## src/rtl/port_bcd_consts.svh

```systemverilog
// Constants for the port B/C/D alternate function override block.
// Assumes a 50 MHz core clock; included by bare name.
`ifndef PORT_BCD_CONSTS_SVH
`define PORT_BCD_CONSTS_SVH

`define CLK_PERIOD_NS      20
`define TWI_SPIKE_NS       50
// Least time, rounded up to whole cycles
`define TWI_SPIKE_CYC      ((`TWI_SPIKE_NS + `CLK_PERIOD_NS - 1) / `CLK_PERIOD_NS)
`define TWI_SPIKE_CNT_W    2

`define PORT_W             8
`define PAD_VAL_RST        8'h00
`define PAD_DRIVE_N_RST    8'hff
`define PAD_PULLUP_RST     8'h00
`define PAD_INBUF_RST      8'h00
`define LINE_IDLE_RST      1'h1

// Port C takeover threshold: 8 - bit for bits 7..2, floor 7 for bits 1..0
`define HIMASK_THR_BASE    8
`define HIMASK_THR_FLOOR   7
`define HIMASK_W           3

`define SPI_MISO_BIT       3
`define SPI_MOSI_BIT       2
`define SPI_SCK_BIT        1
`define SPI_SS_BIT         0
`define TWI_SDA_BIT        1
`define USART1_TX_BIT      3
`define USART1_RX_BIT      2
`define USART1_XCLK_BIT    5
`define T0_CLK_BIT         7
`define T1_CLK_BIT         6
`define T1_CAPT_BIT        4

`endif

```

## src/rtl/port_bcd_pkg.sv

```systemverilog
// Types shared by the port B/C/D override block.
// Assumes port_bcd_consts.svh is on the include path.
`include "port_bcd_consts.svh"

package port_bcd_pkg;
    typedef logic [`PORT_W-1:0] pin_vec_t;
    typedef logic [`HIMASK_W-1:0] himask_t;
endpackage : port_bcd_pkg

```

## src/rtl/pin_ovr_if.sv

```systemverilog
// Override signal bundle for one 8-pin port.
// Driven by the top module, resolved by pin_ovr_cell.
`timescale 1ns/1ps

interface pin_ovr_if;
    port_bcd_pkg::pin_vec_t pullup_override_en;
    port_bcd_pkg::pin_vec_t pullup_override_val;
    port_bcd_pkg::pin_vec_t dir_override_en;
    port_bcd_pkg::pin_vec_t dir_override_val;
    port_bcd_pkg::pin_vec_t value_override_en;
    port_bcd_pkg::pin_vec_t value_override_val;
    port_bcd_pkg::pin_vec_t inbuf_override_en;
    port_bcd_pkg::pin_vec_t inbuf_override_val;

    modport src (
        output pullup_override_en, pullup_override_val, dir_override_en, dir_override_val,
        output value_override_en, value_override_val, inbuf_override_en, inbuf_override_val
    );
    modport res (
        input pullup_override_en, pullup_override_val, dir_override_en, dir_override_val,
        input value_override_en, value_override_val, inbuf_override_en, inbuf_override_val
    );
endinterface : pin_ovr_if

```

## src/rtl/port_bcd_alt_function_override.sv

```systemverilog
// Alternate function override for ports B, C and D.
// Peripherals and port registers are in the core clock domain; pad
// inputs are taken as synchronous. Pad controls and peripheral inputs
// are registered, so they trail their causes by one clock; the filtered SDA input trails by four.
`timescale 1ns/1ps
`include "port_bcd_consts.svh"

module port_bcd_alt_function_override (
    input  wire logic                   core_clk_i,
    input  wire logic                   reset_i,
    // Port registers and pads
    input  wire port_bcd_pkg::pin_vec_t portb_dir_i,
    input  wire port_bcd_pkg::pin_vec_t portb_out_i,
    input  wire port_bcd_pkg::pin_vec_t portb_pin_i,
    input  wire port_bcd_pkg::pin_vec_t portc_dir_i,
    input  wire port_bcd_pkg::pin_vec_t portc_out_i,
    input  wire port_bcd_pkg::pin_vec_t portd_dir_i,
    input  wire port_bcd_pkg::pin_vec_t portd_out_i,
    input  wire port_bcd_pkg::pin_vec_t portd_pin_i,
    input  wire logic                   pullup_global_off_i,
    input  wire logic                   inbuf_default_i,
    output port_bcd_pkg::pin_vec_t      portb_drive_n_o,
    output port_bcd_pkg::pin_vec_t      portb_value_o,
    output port_bcd_pkg::pin_vec_t      portb_pullup_o,
    output port_bcd_pkg::pin_vec_t      portb_inbuf_en_o,
    output port_bcd_pkg::pin_vec_t      portc_drive_n_o,
    output port_bcd_pkg::pin_vec_t      portc_value_o,
    output port_bcd_pkg::pin_vec_t      portc_pullup_o,
    output port_bcd_pkg::pin_vec_t      portc_inbuf_en_o,
    output port_bcd_pkg::pin_vec_t      portd_drive_n_o,
    output port_bcd_pkg::pin_vec_t      portd_value_o,
    output port_bcd_pkg::pin_vec_t      portd_pullup_o,
    output port_bcd_pkg::pin_vec_t      portd_inbuf_en_o,
    // Timers
    input  wire logic                   t0_cmpa_out_en_i,
    input  wire logic                   t0_cmpa_out_i,
    input  wire logic                   t1_cmpa_out_en_i,
    input  wire logic                   t1_cmpa_out_i,
    input  wire logic                   t1_cmpb_out_en_i,
    input  wire logic                   t1_cmpb_out_i,
    input  wire logic                   t1_cmpc_out_en_i,
    input  wire logic                   t1_cmpc_out_i,
    input  wire logic                   t2_cmpa_out_en_i,
    input  wire logic                   t2_cmpa_out_i,
    output logic                        t0_ext_clk_in_o,
    output logic                        t1_ext_clk_in_o,
    output logic                        t1_capture_in_o,
    // Pin change
    input  wire logic                   pinchg_group0_en_i,
    input  wire port_bcd_pkg::pin_vec_t pinchg_mask_i,
    output port_bcd_pkg::pin_vec_t      pinchg_src_o,
    // SPI
    input  wire logic                   spi_on_i,
    input  wire logic                   spi_master_sel_i,
    input  wire logic                   spi_slave_out_i,
    input  wire logic                   spi_master_out_i,
    input  wire logic                   spi_sck_out_i,
    output logic                        spi_master_in_o,
    output logic                        spi_slave_in_o,
    output logic                        spi_sck_in_o,
    output logic                        spi_slave_active_o,
    // External memory
    input  wire logic                   extmem_on_i,
    input  wire port_bcd_pkg::himask_t  extmem_high_mask_i,
    input  wire port_bcd_pkg::pin_vec_t extmem_addr_high_i,
    // USART1
    input  wire logic                   usart1_sync_mode_i,
    input  wire logic                   usart1_xclk_out_i,
    output logic                        usart1_xclk_in_o,
    input  wire logic                   usart1_tx_en_i,
    input  wire logic                   usart1_tx_i,
    input  wire logic                   usart1_rx_en_i,
    output logic                        usart1_rx_o,
    // External interrupts
    input  wire logic [3:0]             ext_irq_en_i,
    output logic [3:0]                  ext_irq_o,
    // Two-wire data
    input  wire logic                   twi_on_i,
    input  wire logic                   twi_sda_pull_low_i,
    output logic                        twi_sda_in_o
);
    pin_ovr_if ovr_b ();
    pin_ovr_if ovr_c ();
    pin_ovr_if ovr_d ();

    port_bcd_pkg::pin_vec_t next_b_drive_n, next_b_value, next_b_pullup, next_b_inbuf;
    port_bcd_pkg::pin_vec_t next_c_drive_n, next_c_value, next_c_pullup, next_c_inbuf;
    port_bcd_pkg::pin_vec_t next_d_drive_n, next_d_value, next_d_pullup, next_d_inbuf;
    port_bcd_pkg::pin_vec_t extmem_take;
    port_bcd_pkg::pin_vec_t pullup_ok;
    logic                   spi_master;
    logic                   spi_slave;
    logic                   sda_clean;
    logic                   xclk_drive;

    assign pullup_ok  = {`PORT_W{~pullup_global_off_i}};
    assign spi_master = spi_on_i & spi_master_sel_i;
    assign spi_slave  = spi_on_i & ~spi_master_sel_i;

    // Port B: timers on the top nibble, SPI on the bottom
    // Timer0 wins PB7 when both timers claim it
    assign ovr_b.value_override_en = {t0_cmpa_out_en_i | t1_cmpc_out_en_i, t1_cmpb_out_en_i,
                                      t1_cmpa_out_en_i, t2_cmpa_out_en_i,
                                      spi_slave, spi_master, spi_master, 1'h0};
    assign ovr_b.value_override_val = {t0_cmpa_out_en_i ? t0_cmpa_out_i : t1_cmpc_out_i,
                                       t1_cmpb_out_i, t1_cmpa_out_i, t2_cmpa_out_i,
                                       spi_slave_out_i, spi_master_out_i, spi_sck_out_i, 1'h0};
    // Direction of compare pins stays with the direction register
    assign ovr_b.dir_override_en  = {4'h0, spi_master, {3{spi_slave}}};
    assign ovr_b.dir_override_val = 8'h00;
    assign ovr_b.pullup_override_en  = {4'h0, spi_master, {3{spi_slave}}};
    assign ovr_b.pullup_override_val = {4'h0, portb_out_i[3:0] & pullup_ok[3:0]};
    assign ovr_b.inbuf_override_en  = pinchg_mask_i & {`PORT_W{pinchg_group0_en_i}};
    assign ovr_b.inbuf_override_val = 8'hff;

    // Port C: high address byte
    // Mask widened by one bit to match the 4-bit threshold, which is at most 7
    genvar k;
    generate
        for (k = 0; k < `PORT_W; k++) begin : g_himask
            localparam int THR = (k >= 2) ? (`HIMASK_THR_BASE - k) : `HIMASK_THR_FLOOR;
            assign extmem_take[k] = extmem_on_i & ({1'h0, extmem_high_mask_i} < 4'(THR));
        end
    endgenerate

    assign ovr_c.pullup_override_en  = extmem_take;
    assign ovr_c.pullup_override_val = 8'h00;
    assign ovr_c.dir_override_en     = extmem_take;
    assign ovr_c.dir_override_val    = 8'hff;
    assign ovr_c.value_override_en   = extmem_take;
    assign ovr_c.value_override_val  = extmem_addr_high_i;
    assign ovr_c.inbuf_override_en   = 8'h00;
    assign ovr_c.inbuf_override_val  = 8'h00;

    // Port D: PD7, PD6 and PD4 are pure inputs to the timers
    assign xclk_drive = usart1_sync_mode_i & portd_dir_i[`USART1_XCLK_BIT];

    assign ovr_d.pullup_override_en  = {4'h0, usart1_tx_en_i, usart1_rx_en_i, twi_on_i, 1'h0};
    assign ovr_d.pullup_override_val = {5'h00, portd_out_i[2:1] & pullup_ok[2:1], 1'h0};
    assign ovr_d.dir_override_en     = {4'h0, usart1_tx_en_i, usart1_rx_en_i, twi_on_i, 1'h0};
    // Open drain: only a low is ever driven on the data line
    assign ovr_d.dir_override_val    = {4'h0, 1'h1, 1'h0, twi_sda_pull_low_i, 1'h0};
    assign ovr_d.value_override_en   = {2'h0, xclk_drive, 1'h0, usart1_tx_en_i, 1'h0, twi_on_i, 1'h0};
    assign ovr_d.value_override_val  = {2'h0, usart1_xclk_out_i, 1'h0, usart1_tx_i, 3'h0};
    assign ovr_d.inbuf_override_en   = {4'h0, ext_irq_en_i};
    assign ovr_d.inbuf_override_val  = 8'h0f;

    pin_ovr_cell u_cell_b (
        .ovr                 (ovr_b.res),
        .dir_i               (portb_dir_i),
        .out_i               (portb_out_i),
        .pullup_global_off_i (pullup_global_off_i),
        .inbuf_default_i     (inbuf_default_i),
        .drive_n_o           (next_b_drive_n),
        .value_o             (next_b_value),
        .pullup_o            (next_b_pullup),
        .inbuf_en_o          (next_b_inbuf)
    );

    pin_ovr_cell u_cell_c (
        .ovr                 (ovr_c.res),
        .dir_i               (portc_dir_i),
        .out_i               (portc_out_i),
        .pullup_global_off_i (pullup_global_off_i),
        .inbuf_default_i     (inbuf_default_i),
        .drive_n_o           (next_c_drive_n),
        .value_o             (next_c_value),
        .pullup_o            (next_c_pullup),
        .inbuf_en_o          (next_c_inbuf)
    );

    pin_ovr_cell u_cell_d (
        .ovr                 (ovr_d.res),
        .dir_i               (portd_dir_i),
        .out_i               (portd_out_i),
        .pullup_global_off_i (pullup_global_off_i),
        .inbuf_default_i     (inbuf_default_i),
        .drive_n_o           (next_d_drive_n),
        .value_o             (next_d_value),
        .pullup_o            (next_d_pullup),
        .inbuf_en_o          (next_d_inbuf)
    );

    twi_spike_filter u_sda_filter (
        .core_clk_i (core_clk_i),
        .reset_i    (reset_i),
        .raw_i      (portd_pin_i[`TWI_SDA_BIT]),
        .clean_o    (sda_clean)
    );

    // Pads: all drivers off and pull-ups off during reset
    always_ff @(posedge core_clk_i or posedge reset_i) begin
        if (reset_i) begin
            portb_drive_n_o  <= `PAD_DRIVE_N_RST;
            portb_value_o    <= `PAD_VAL_RST;
            portb_pullup_o   <= `PAD_PULLUP_RST;
            portb_inbuf_en_o <= `PAD_INBUF_RST;
        end else begin
            portb_drive_n_o  <= next_b_drive_n;
            portb_value_o    <= next_b_value;
            portb_pullup_o   <= next_b_pullup;
            portb_inbuf_en_o <= next_b_inbuf;
        end
    end

    always_ff @(posedge core_clk_i or posedge reset_i) begin
        if (reset_i) begin
            portc_drive_n_o  <= `PAD_DRIVE_N_RST;
            portc_value_o    <= `PAD_VAL_RST;
            portc_pullup_o   <= `PAD_PULLUP_RST;
            portc_inbuf_en_o <= `PAD_INBUF_RST;
        end else begin
            portc_drive_n_o  <= next_c_drive_n;
            portc_value_o    <= next_c_value;
            portc_pullup_o   <= next_c_pullup;
            portc_inbuf_en_o <= next_c_inbuf;
        end
    end

    always_ff @(posedge core_clk_i or posedge reset_i) begin
        if (reset_i) begin
            portd_drive_n_o  <= `PAD_DRIVE_N_RST;
            portd_value_o    <= `PAD_VAL_RST;
            portd_pullup_o   <= `PAD_PULLUP_RST;
            portd_inbuf_en_o <= `PAD_INBUF_RST;
        end else begin
            portd_drive_n_o  <= next_d_drive_n;
            portd_value_o    <= next_d_value;
            portd_pullup_o   <= next_d_pullup;
            portd_inbuf_en_o <= next_d_inbuf;
        end
    end

    // Inputs to the peripherals
    always_ff @(posedge core_clk_i or posedge reset_i) begin
        if (reset_i) begin
            pinchg_src_o <= `PAD_VAL_RST;
            ext_irq_o    <= 4'h0;
        end else begin
            pinchg_src_o <= portb_pin_i;
            ext_irq_o    <= portd_pin_i[3:0];
        end
    end

    always_ff @(posedge core_clk_i or posedge reset_i) begin
        if (reset_i) begin
            spi_master_in_o    <= 1'h0;
            spi_slave_in_o     <= 1'h0;
            spi_sck_in_o       <= 1'h0;
            spi_slave_active_o <= 1'h0;
        end else begin
            spi_master_in_o    <= portb_pin_i[`SPI_MISO_BIT];
            spi_slave_in_o     <= portb_pin_i[`SPI_MOSI_BIT];
            spi_sck_in_o       <= portb_pin_i[`SPI_SCK_BIT];
            spi_slave_active_o <= spi_slave & ~portb_pin_i[`SPI_SS_BIT];
        end
    end

    always_ff @(posedge core_clk_i or posedge reset_i) begin
        if (reset_i) begin
            t0_ext_clk_in_o  <= 1'h0;
            t1_ext_clk_in_o  <= 1'h0;
            t1_capture_in_o  <= 1'h0;
            usart1_xclk_in_o <= 1'h0;
            usart1_rx_o      <= `LINE_IDLE_RST;
            twi_sda_in_o     <= `LINE_IDLE_RST;
        end else begin
            t0_ext_clk_in_o  <= portd_pin_i[`T0_CLK_BIT];
            t1_ext_clk_in_o  <= portd_pin_i[`T1_CLK_BIT];
            t1_capture_in_o  <= portd_pin_i[`T1_CAPT_BIT];
            // Clock input is quiet outside synchronous mode
            usart1_xclk_in_o <= usart1_sync_mode_i & portd_pin_i[`USART1_XCLK_BIT];
            usart1_rx_o      <= portd_pin_i[`USART1_RX_BIT];
            twi_sda_in_o     <= sda_clean;
        end
    end
endmodule : port_bcd_alt_function_override

```

## src/rtl/pin_ovr_cell.sv

```systemverilog
// Combinational resolution of override signals for one 8-pin port.
// Port register bits come in synchronous to the core clock.
`timescale 1ns/1ps
`include "port_bcd_consts.svh"

module pin_ovr_cell (
    pin_ovr_if.res                 ovr,
    input  wire port_bcd_pkg::pin_vec_t dir_i,
    input  wire port_bcd_pkg::pin_vec_t out_i,
    input  wire logic              pullup_global_off_i,
    input  wire logic              inbuf_default_i,
    output port_bcd_pkg::pin_vec_t drive_n_o,
    output port_bcd_pkg::pin_vec_t value_o,
    output port_bcd_pkg::pin_vec_t pullup_o,
    output port_bcd_pkg::pin_vec_t inbuf_en_o
);
    genvar i;
    generate
        for (i = 0; i < `PORT_W; i++) begin : g_pin
            logic drive;
            assign drive = ovr.dir_override_en[i] ? ovr.dir_override_val[i] : dir_i[i];
            assign drive_n_o[i] = ~drive;
            assign value_o[i] = ovr.value_override_en[i] ? ovr.value_override_val[i] : out_i[i];
            // Default pull-up only for an input with its output bit high
            assign pullup_o[i] = ovr.pullup_override_en[i] ? ovr.pullup_override_val[i]
                               : (~dir_i[i] & out_i[i] & ~pullup_global_off_i);
            assign inbuf_en_o[i] = ovr.inbuf_override_en[i] ? ovr.inbuf_override_val[i]
                                 : inbuf_default_i;
        end
    endgenerate
endmodule : pin_ovr_cell

```

## src/rtl/twi_spike_filter.sv

```systemverilog
// Spike filter for the two-wire data input.
// A level is accepted only after it has stood for the filter time.
`timescale 1ns/1ps
`include "port_bcd_consts.svh"

module twi_spike_filter (
    input  wire logic core_clk_i,
    input  wire logic reset_i,
    input  wire logic raw_i,
    output logic      clean_o
);
    logic [`TWI_SPIKE_CNT_W-1:0] stable_cnt;
    localparam logic [`TWI_SPIKE_CNT_W-1:0] SPIKE_LAST = `TWI_SPIKE_CNT_W'(`TWI_SPIKE_CYC - 1);

    always_ff @(posedge core_clk_i or posedge reset_i) begin
        if (reset_i) begin
            stable_cnt <= '0;
        end else if (raw_i == clean_o || stable_cnt == SPIKE_LAST) begin
            stable_cnt <= '0;
        end else begin
            stable_cnt <= stable_cnt + 1'h1;
        end
    end

    // Shorter pulses restart the count and never reach the output
    always_ff @(posedge core_clk_i or posedge reset_i) begin
        if (reset_i) begin
            clean_o <= `LINE_IDLE_RST;
        end else if (raw_i != clean_o && stable_cnt == SPIKE_LAST) begin
            clean_o <= raw_i;
        end
    end
endmodule : twi_spike_filter

```

## config.mk

```make
export PLATFORM = sky130hd
export DESIGN_NAME = port_bcd_alt_function_override
export DESIGN_NICKNAME = d
export VERILOG_FILES = /design/src/rtl/port_bcd_pkg.sv /design/src/rtl/pin_ovr_if.sv /design/src/rtl/port_bcd_alt_function_override.sv /design/src/rtl/pin_ovr_cell.sv /design/src/rtl/twi_spike_filter.sv
export VERILOG_INCLUDE_DIRS = /design/src /design/src/rtl
export SDC_FILE = /design/constraint.sdc
export NUM_CORES = 1
export LEC_CHECK = 0
export CORE_MARGIN = 2
export CORE_UTILIZATION = 57
export CTS_CLUSTER_DIAMETER = 100
export DETAILED_ROUTE_END_ITERATION = 16
export DONT_BUFFER_PORTS = 1
export PLACE_DENSITY = 0.73
export SYNTH_ARGS = -nofsm -noshare
export SYNTH_HDL_FRONTEND = slang
export SYNTH_HIERARCHICAL = 1
export SYNTH_SLANG_ARGS = --single-unit
```

## constraint.sdc

```tcl
create_clock -name core_clk_i -period 3.4 [get_ports core_clk_i]
set_input_delay 0.68 -clock core_clk_i [delete_from_list [all_inputs] [get_ports core_clk_i]]
set_output_delay 0.68 -clock core_clk_i [all_outputs]
set_load 0.05 [all_outputs]
```

==> metrics, run 1 <==
outcome completed; type of the tightest min-delay check primary input to register; DRT iter0 DRCs 61; Die H 93.8 um; Final WS setup 1.27 ns; cells resized by post-CTS repair 0; commonest non-fill, non-tap cell in the layout conb_1; DRC 0; area grow syn2layout 25.9%; ant diodes 0; Synth Register Bits 118; PD cells 699 mW/mm^2; core box area 0.00777 sq mm; mean post-synth cell area 13.8 sq um; Global Route Usage Sum 23.7%; share of cells above drive strength 1 23.4%; Post-synth ARST share 100%; Comb pwr share 5.4%; post-DP HPWL 7500 um; H-tree depth 4; Achievable Freq 470 MHz; final setup vio count 0; Final ANT Viol Nets 0; Psw 1170 uW; Fin. Hold Viols 0; Final min period 2.13 ns; first-pass GRT wire length 15200 um; die area 0.00879 sq mm; smallest hold slack 0.176 ns; initial antenna violation count 0; maxcap violations 0; leading area contributor after synthesis dfrtp_1; Buffers on Ports 0; Design Area, Final 0.00578 sq mm; most frequent cells in the layout conb_1 (123), dfrtp_1 (91), nand2_1 (48); part of the Yosys area used for sequential elements 65.0%; GRT overflow 0; Syn. warnings 6; crit share post-route 62.5%; Peak VDD IR 0.000453 V; Sinks on Clock Net 118; chip width 93.8 um; CP Capture Type primary output; Worst Path Required 2.72 ns; routed vias/inst 4.74; DR WL/cell 17.3 um; vias in the first global route 3008; worst slew pin tran 1.07 ns; max_slew headroom 28.3%; RSZ-0062 raised after global routing false; Post-DP Area 0.00515 sq mm; overall power 4040 uW; Slew Limit Fails 0; Worst Setup Path Type register to primary output; Setup WS pre-CTS 1.57 ns; power share of the clock group 45.3%; post-synth top area share 49.6%; clk_skew 0.00138 ns; number of core rows 32; hold_buf cts 1; CTS tree yes; Worst EP arrival 1.45 ns; RD Place Congestion 0.745; number of synthesized flops with an enable pin 0; Reg power frac 49.2%; setup_tns 0 ns; Most used DFF post-synth dfrtp_1; First-pass DRT Iterations 4; initial core utilization 59.1%; root buf cell clkbuf_8; leakage 0.00280 uW; routed wire length 10100 um; via count 2770; clock tree buffer depth 2; fin nets 586; IO Pins 233; largest net degree at the start of global routing 44; clk slew on worst S/H paths 0.06 ns; Post-Synthesis Cells 333; CP max FO 2; Switching Share 28.9%; Setup Buffers After CTS 0; Int Pwr 2870 uW; Distinct cells, synth 24; Mapped Area 0.00459 sq mm; total CTS buffers 17; CP Launch Type register; largest cells by area after synthesis dfrtp_1 (50%), dfstp_2 (15%), o41ai_2 (8.5%); worst-skew pair later-pin latency 0.50 ns
Yosys cell counts, types with 3 or more instances:
cell type and number:
dfrtp_1 91, nand2_1 48, inv_1 29, dfstp_2 27
mux2_2 25, mux2i_1 24, o21ai_1 24, o41ai_2 24
and2_1 11, nor2b_1 7, buf_4 3, buf_6 3
nor3_1 3
stage by stage:
step,utilization [%],std cells
after floorplan,-,454
after global placement,66.3,552
after detailed placement,66.3,552
after CTS,74.4,585
after global routing,74.4,585
final,74.4,585
worst paths after layout:
kind                                            start                    to  slack (ns)  cells past startpoint
max                                   pinchg_src_o[3]       spi_master_in_o        1.27                      0
min in group asynchronous                     reset_i     portb_pullup_o[1]        0.21                      1
max reg2reg                u_sda_filter/stable_cnt[0]  u_sda_filter/clean_o        2.35                      3
min reg2reg                      u_sda_filter/clean_o          twi_sda_in_o        0.37                      0
min                                    portd_pin_i[2]           usart1_rx_o        0.18                      0
max in group asynchronous                     reset_i    portb_drive_n_o[4]        2.26                      2
power groups by stage:
stage / clock [uW] / combinational, uW / sequential, uW
final: 1830 / 220 / 1990
after global routing: 1930 / 253 / 2000
after CTS: 1860 / 220 / 1990
after detailed placement: 0 / 217 / 2020
after global placement: 0 / 206 / 2010
after floorplan: 0 / 200 / 1980
routing by layer:
metal  up-vias  routed length, um  part of all wire [%]  GRT usage (%)
li1       1289                  -                     -              -
met1      1317               3220                    32           23.0
met2       146               5540                    55           42.3
met3        18               1140                    11           12.4
met5         -                  0                     0              0
met4         0                205                   2.0           9.30
cell families after synthesis:
logic type                 Yosys count  synth area share (%)
AOI/OAI and AO/OA                   52                  11.6
xor gates and xnor gates             1                 0.191
adders and majority gates            1                 0.272
buffers and inverters               35                  3.60
DFF                                118                  65.0
muxes                               50                  11.6
other                                2                 0.164
and+or+nand+nor                     74                  7.49
area by class of cell:
cell class / instances / area, sq um
clock buffers: 20 / 445
clock inverters: 12 / 175
fillers: 528 / 1990
inverters: 29 / 113
multi-input cells: 301 / 1890
flip-flops and latches: 118 / 2990
well taps: 102 / 128
repair buffers: 3 / 37.5
Power figures use the tool's default switching activity.
==> run 2, diff against run 1 <==
CORE_UTILIZATION = 60   (was 57)
PLACE_DENSITY = 0.74   (was 0.73)
clock period = 2 ns   (was 3.4 ns; I/O delays follow)
==> run 2 against run 1 <==
Clock power up 62%. Via count up 15%. Sequential power up 69%. Wire length up 26%. Clock-buffer cell count down 1. Largest cell class unchanged. Global-route usage up 8.1 points. Final area up 10%. Combinational power rose to 2.5 times the previous value. Sequential share of layout area down 4.9 points.
==> metrics, run 2 (synthesis gave the netlist of run 1 again) <==
outcome completed; via count 3190 (+15%); CP Launch Type register; cells resized by post-CTS repair 0 (unchanged); First-pass DRT Iterations 4 (unchanged); initial antenna violation count 1 (+1); PD cells 1080 mW/mm^2 (+54%); Worst EP arrival 1.20 ns (-0.25 ns); CTS tree yes; vias in the first global route 3494 (+16%); H-tree depth 4 (unchanged); Reg power frac 48.9% (-0.3 points); type of the tightest min-delay check primary input to register; Worst R2R Setup Slack 0.96 ns (-1.39 ns); CP Capture Type primary output; worst-skew pair later-pin latency 0.50 ns (about the same); Fin. Hold Viols 0 (unchanged); routed wire length 12700 um (+26%); setup_tns 0 ns (unchanged); clk slew on worst S/H paths 0.06 ns (about the same); first-pass GRT wire length 19400 um (+27%); Int Pwr 4810 uW (+67%); Final min period 1.60 ns; GRT overflow 0 (unchanged); total CTS buffers 17 (unchanged); power share of the clock group 43.0% (-2.3 points); Achievable Freq 625 MHz; DRT iter0 DRCs 118 (+93%); clock tree buffer depth 2 (unchanged); largest net degree at the start of global routing 38 (-14%); chip width 91.5 um (-2.4%); commonest non-fill, non-tap cell in the layout conb_1; crit share post-route 79.9%; max_slew headroom 51.3% (+23 points); CP max FO 1 (-1); Switching Share 30.2% (+1.3 points); Worst Path Required 1.60 ns (-1.12 ns); maxcap violations 0 (unchanged); Final ANT Viol Nets 0 (unchanged); RSZ-0062 raised after global routing false; RD Place Congestion 0.728 (-2.3%); post-DP HPWL 7700 um (+2.6%); final setup vio count 0 (unchanged); routed vias/inst 4.94 (+4.3%); initial core utilization 62.6% (+3.5 points); most frequent cells in the layout conb_1 (123), dfrtp_1 (91), dlygate4sd3_1 (56); number of core rows 31 (-3.1%); Sinks on Clock Net 118 (unchanged); DRC 0 (unchanged); Worst Setup Path Type register to primary output; core box area 0.00733 sq mm (-5.6%); Die H 91.5 um (-2.4%); Psw 2080 uW (+78%); overall power 6900 uW (+71%); share of cells above drive strength 1 22.2% (-1.2 points); Comb pwr share 8.1% (+2.7 points); fin nets 649 (+11%); area grow syn2layout 39.0%; root buf cell clkbuf_8; worst slew pin tran 0.730 ns (-0.341 ns); IO Pins 233 (unchanged); leakage 0.00308 uW (+9.7%); die area 0.00837 sq mm (-4.8%); Peak VDD IR 0.000801 V (+77%); Buffers on Ports 0 (unchanged); clk_skew 0.00389 ns (+0.00251 ns); DR WL/cell 19.7 um (+14%); Slew Limit Fails 0 (unchanged); Global Route Usage Sum 31.9% (+8.1 points)
run 2: layer usage:
layer	global-route usage [%]	wire, um	vias to the layer above
met4	14.8	356	0
li1	-	-	1424
met3	11.4	1010	25
met2	56.9	6900	169
met1	33.2	4480	1572
met5	0	0	-
run 2: repair_timing:
action / CTS / global route
hold endpoints to repair: 100 / 0
setup buffers: 0 / 0
hold buffers: 57 / 0
run 2: path summary, 6_finish.rpt:
kind / cells past startpoint / start / to
max: 0 / portc_drive_n_o[6] / portc_drive_n_o[6]
min: 2 / extmem_addr_high_i[7] / portc_value_o[7]
max reg2reg: 3 / u_sda_filter/stable_cnt[0] / u_sda_filter/clean_o
min reg2reg: 0 / u_sda_filter/clean_o / twi_sda_in_o
max in group asynchronous: 3 / reset_i / portc_drive_n_o[4]
min in group asynchronous: 2 / reset_i / u_sda_filter/stable_cnt[1]
run 2: final cells by class:
class                   count  area [sq um]
fillers                   354           950
clock buffers              19           432
repair buffers             66           673
clock inverters            13           156
diodes                      1          2.50
flip-flops and latches    118          2990
inverters                  29           113
well taps                  99           124
multi-input cells         301          1890
run 2: per-stage QoR:
| step | util, % | hold slack, ns | instances | area [sq um] | worst slack, ns |
|---|---|---|---|---|---|
| detailed placement | 71.1 | 0.167 | 556 | 5210 | 0.688 |
| global route | 87.0 | 0.00583 | 646 | 6380 | 0.365 |
| CTS | 87.0 | 0.000773 | 645 | 6380 | 0.372 |
| floorplan | - | 0.153 | 454 | 5050 | 0.222 |
| finish | 87.0 | 0.0258 | 646 | 6380 | 0.401 |
| global placement | 71.1 | 0.167 | 556 | 5210 | 0.748 |
run 2: power groups by stage:
stage / combinational [uW] / sequential, uW / clock [uW]
floorplan: 341 / 3370 / 0
global placement: 388 / 3400 / 0
detailed placement: 406 / 3410 / 0
CTS: 533 / 3370 / 2990
global route: 613 / 3390 / 3140
finish: 559 / 3370 / 2960
==> run 3, diff against run 2 <==
CORE_UTILIZATION = 57   (was 60)
PLACE_DENSITY = 0.73   (was 0.74)
clock period = 1.35 ns   (was 2 ns; I/O delays follow)
==> run 3 against run 2 <==
The run now ends with setup timing left. Sequential cell count did not move. Clock skew grew 0.0017 ns. Non-clock buffer count is 52 higher. Combinational power increased by 88%. Critical path depth did not move. Via count increased by 13%. Clock power rose by 61%. Register-to-register slack got worse by 0.72 ns. Power is 58% higher.
==> metrics, run 3 (synthesis gave the netlist of run 1 again) <==
outcome finished with violations; violated checks setup timing; DR WL/cell 23.6 um (+19%); First-pass DRT Iterations 5 (+1); area grow syn2layout 54.0%; setup_tns -3.15 ns (-3.15 ns); maxcap violations 0 (unchanged); H-tree depth 4 (unchanged); final design utilization 91.0% (+4.0 points); routed wire length 16500 um (+29%); Slew Limit Fails 0 (unchanged); share of cells above drive strength 1 34.8% (+13 points); Die H 93.8 um (+2.5%); Final ANT Viol Nets 0 (unchanged); Post-DP Area 0.00525 sq mm (+0.74%); initial core utilization 59.1% (-3.5 points); PD cells 1540 mW/mm^2 (+43%); Global Route Usage Sum 35.9% (+4.0 points); first-pass GRT wire length 22400 um (+16%); CTS tree yes; Min-Delay Path Depth 2 (unchanged); clk_skew 0.00559 ns (+0.00170 ns); chip width 93.8 um (+2.5%); Fin. Hold Viols 0 (unchanged); IO Pins 233 (unchanged); Reg power frac 46.4% (-2.5 points); RSZ-0062 raised after global routing true; initial antenna violation count 0 (-1); final setup vio count 32 (+32); commonest non-fill, non-tap cell in the layout conb_1; vias in the first global route 4063 (+16%); leakage 0.00323 uW (+4.9%); Switching Share 30.4% (+0.17 points); CP Capture Type primary output; power share of the clock group 43.9% (+0.9 points); largest net degree at the start of global routing 47 (+24%); Buffers on Ports 0 (unchanged); type of the tightest min-delay check primary input to register; clk slew on worst S/H paths 0.06 ns (about the same); die area 0.00879 sq mm (+5.0%); DRT iter0 DRCs 175 (+48%); overall power 10900 uW (+58%); worst-skew pair later-pin latency 0.51 ns (about the same); max_slew headroom 45.6% (-5.7 points); Multi-input gate area 0.00189 sq mm (unchanged); most frequent cells in the layout conb_1 (123), dlygate4sd3_1 (105), dfrtp_2 (86); RD Place Congestion 0.740 (+1.6%); Final WS setup -0.154 ns (-0.555 ns); Final min period 1.50 ns; routed vias/inst 5.16 (+4.6%); worst slew pin tran 0.814 ns (+0.0843 ns); Design Area, Final 0.00707 sq mm (+11%); Setup crit start portb_drive_n_o[0]; Worst Setup Path Type register to primary output; total CTS buffers 17 (unchanged); Storage cell area 0.00310 sq mm (+3.7%); number of core rows 32 (+3.2%); Worst Path Required 1.08 ns (-0.52 ns); ant diodes 0 (-1); Worst EP arrival 1.23 ns (+0.03 ns); CP Launch Type register; CP max FO 1 (unchanged); DRC 0 (unchanged); Sinks on Clock Net 118 (unchanged); root buf cell clkbuf_8; Achievable Freq 665 MHz; r2r startpoint u_sda_filter/stable_cnt[0]; GRT overflow 0 (unchanged); via count 3615 (+13%); fin nets 701 (+8.0%); worst reg2reg path depth 3 (unchanged); core box area 0.00777 sq mm (+6.0%); post-DP HPWL 7730 um (+0.44%); Comb pwr share 9.7% (+1.6 points); fill cell count 288 (-19%); Levels on crit path 0 (unchanged); hold path start pinchg_group0_en_i; Psw 3310 uW (+59%); Int Pwr 7580 uW (+58%); crit share post-route 111%; clock tree buffer depth 2 (unchanged); Peak VDD IR 0.00105 V (+31%)
-- run 3: power groups by stage --
stage / Sequential, uW / Clock, uW / Combinational, uW
after floorplan: 4990 / 0 / 505
after global placement: 5040 / 0 / 588
after detailed placement: 5050 / 0 / 612
after CTS: 5040 / 4680 / 942
after global routing: 5080 / 4980 / 1130
final: 5050 / 4780 / 1050
-- run 3: stage by stage --
step / setup WS [ns] / instances / hold WS (ns)
floorplan: -0.298 / 454 / 0.0229
global placement: 0.358 / 562 / 0.0307
detailed placement: 0.314 / 562 / 0.0393
CTS: -0.161 / 699 / 0.0114
global route: -0.183 / 700 / 0.0248
finish: -0.154 / 700 / 0.0416
-- run 3: per-layer routing --
layer  up-vias  routed length, um  track usage [%]
met2       252               8900             67.1
met3        72               1490             15.1
li1       1519                  -                -
met5         -                  0                0
met4         0                922             18.1
met1      1772               5180             32.4
-- run 3: final timing paths --
| path | slack, ns | to |
|---|---|---|
| setup / recovery | -0.15 | portb_drive_n_o[0] |
| hold / removal | 0.04 | portb_inbuf_en_o[0] |
| setup reg to reg | 0.24 | u_sda_filter/clean_o |
| hold reg to reg | 0.39 | twi_sda_in_o |
| max in group asynchronous | 0.43 | portc_drive_n_o[7] |
| min in group asynchronous | 0.17 | u_sda_filter/stable_cnt[0] |
-- run 3: final cells by class --
cell class	instances	area share, %
clock buffer	23	6.60
clock inverter	9	2.12
inverter	29	1.59
multi-input combinational	301	26.8
sequential	118	43.8
tap	102	1.80
timing repair buffer	118	17.3
-- run 3: repair_timing --
item / CTS / global route
hold buffers: 105 / 4
pin swaps: 0 / 1
endpoints found under the hold margin: 211 / 3
gates resized for setup: 93 / 0
endpoints found under the setup margin: 118 / 36
buffers inserted: 0 / 0
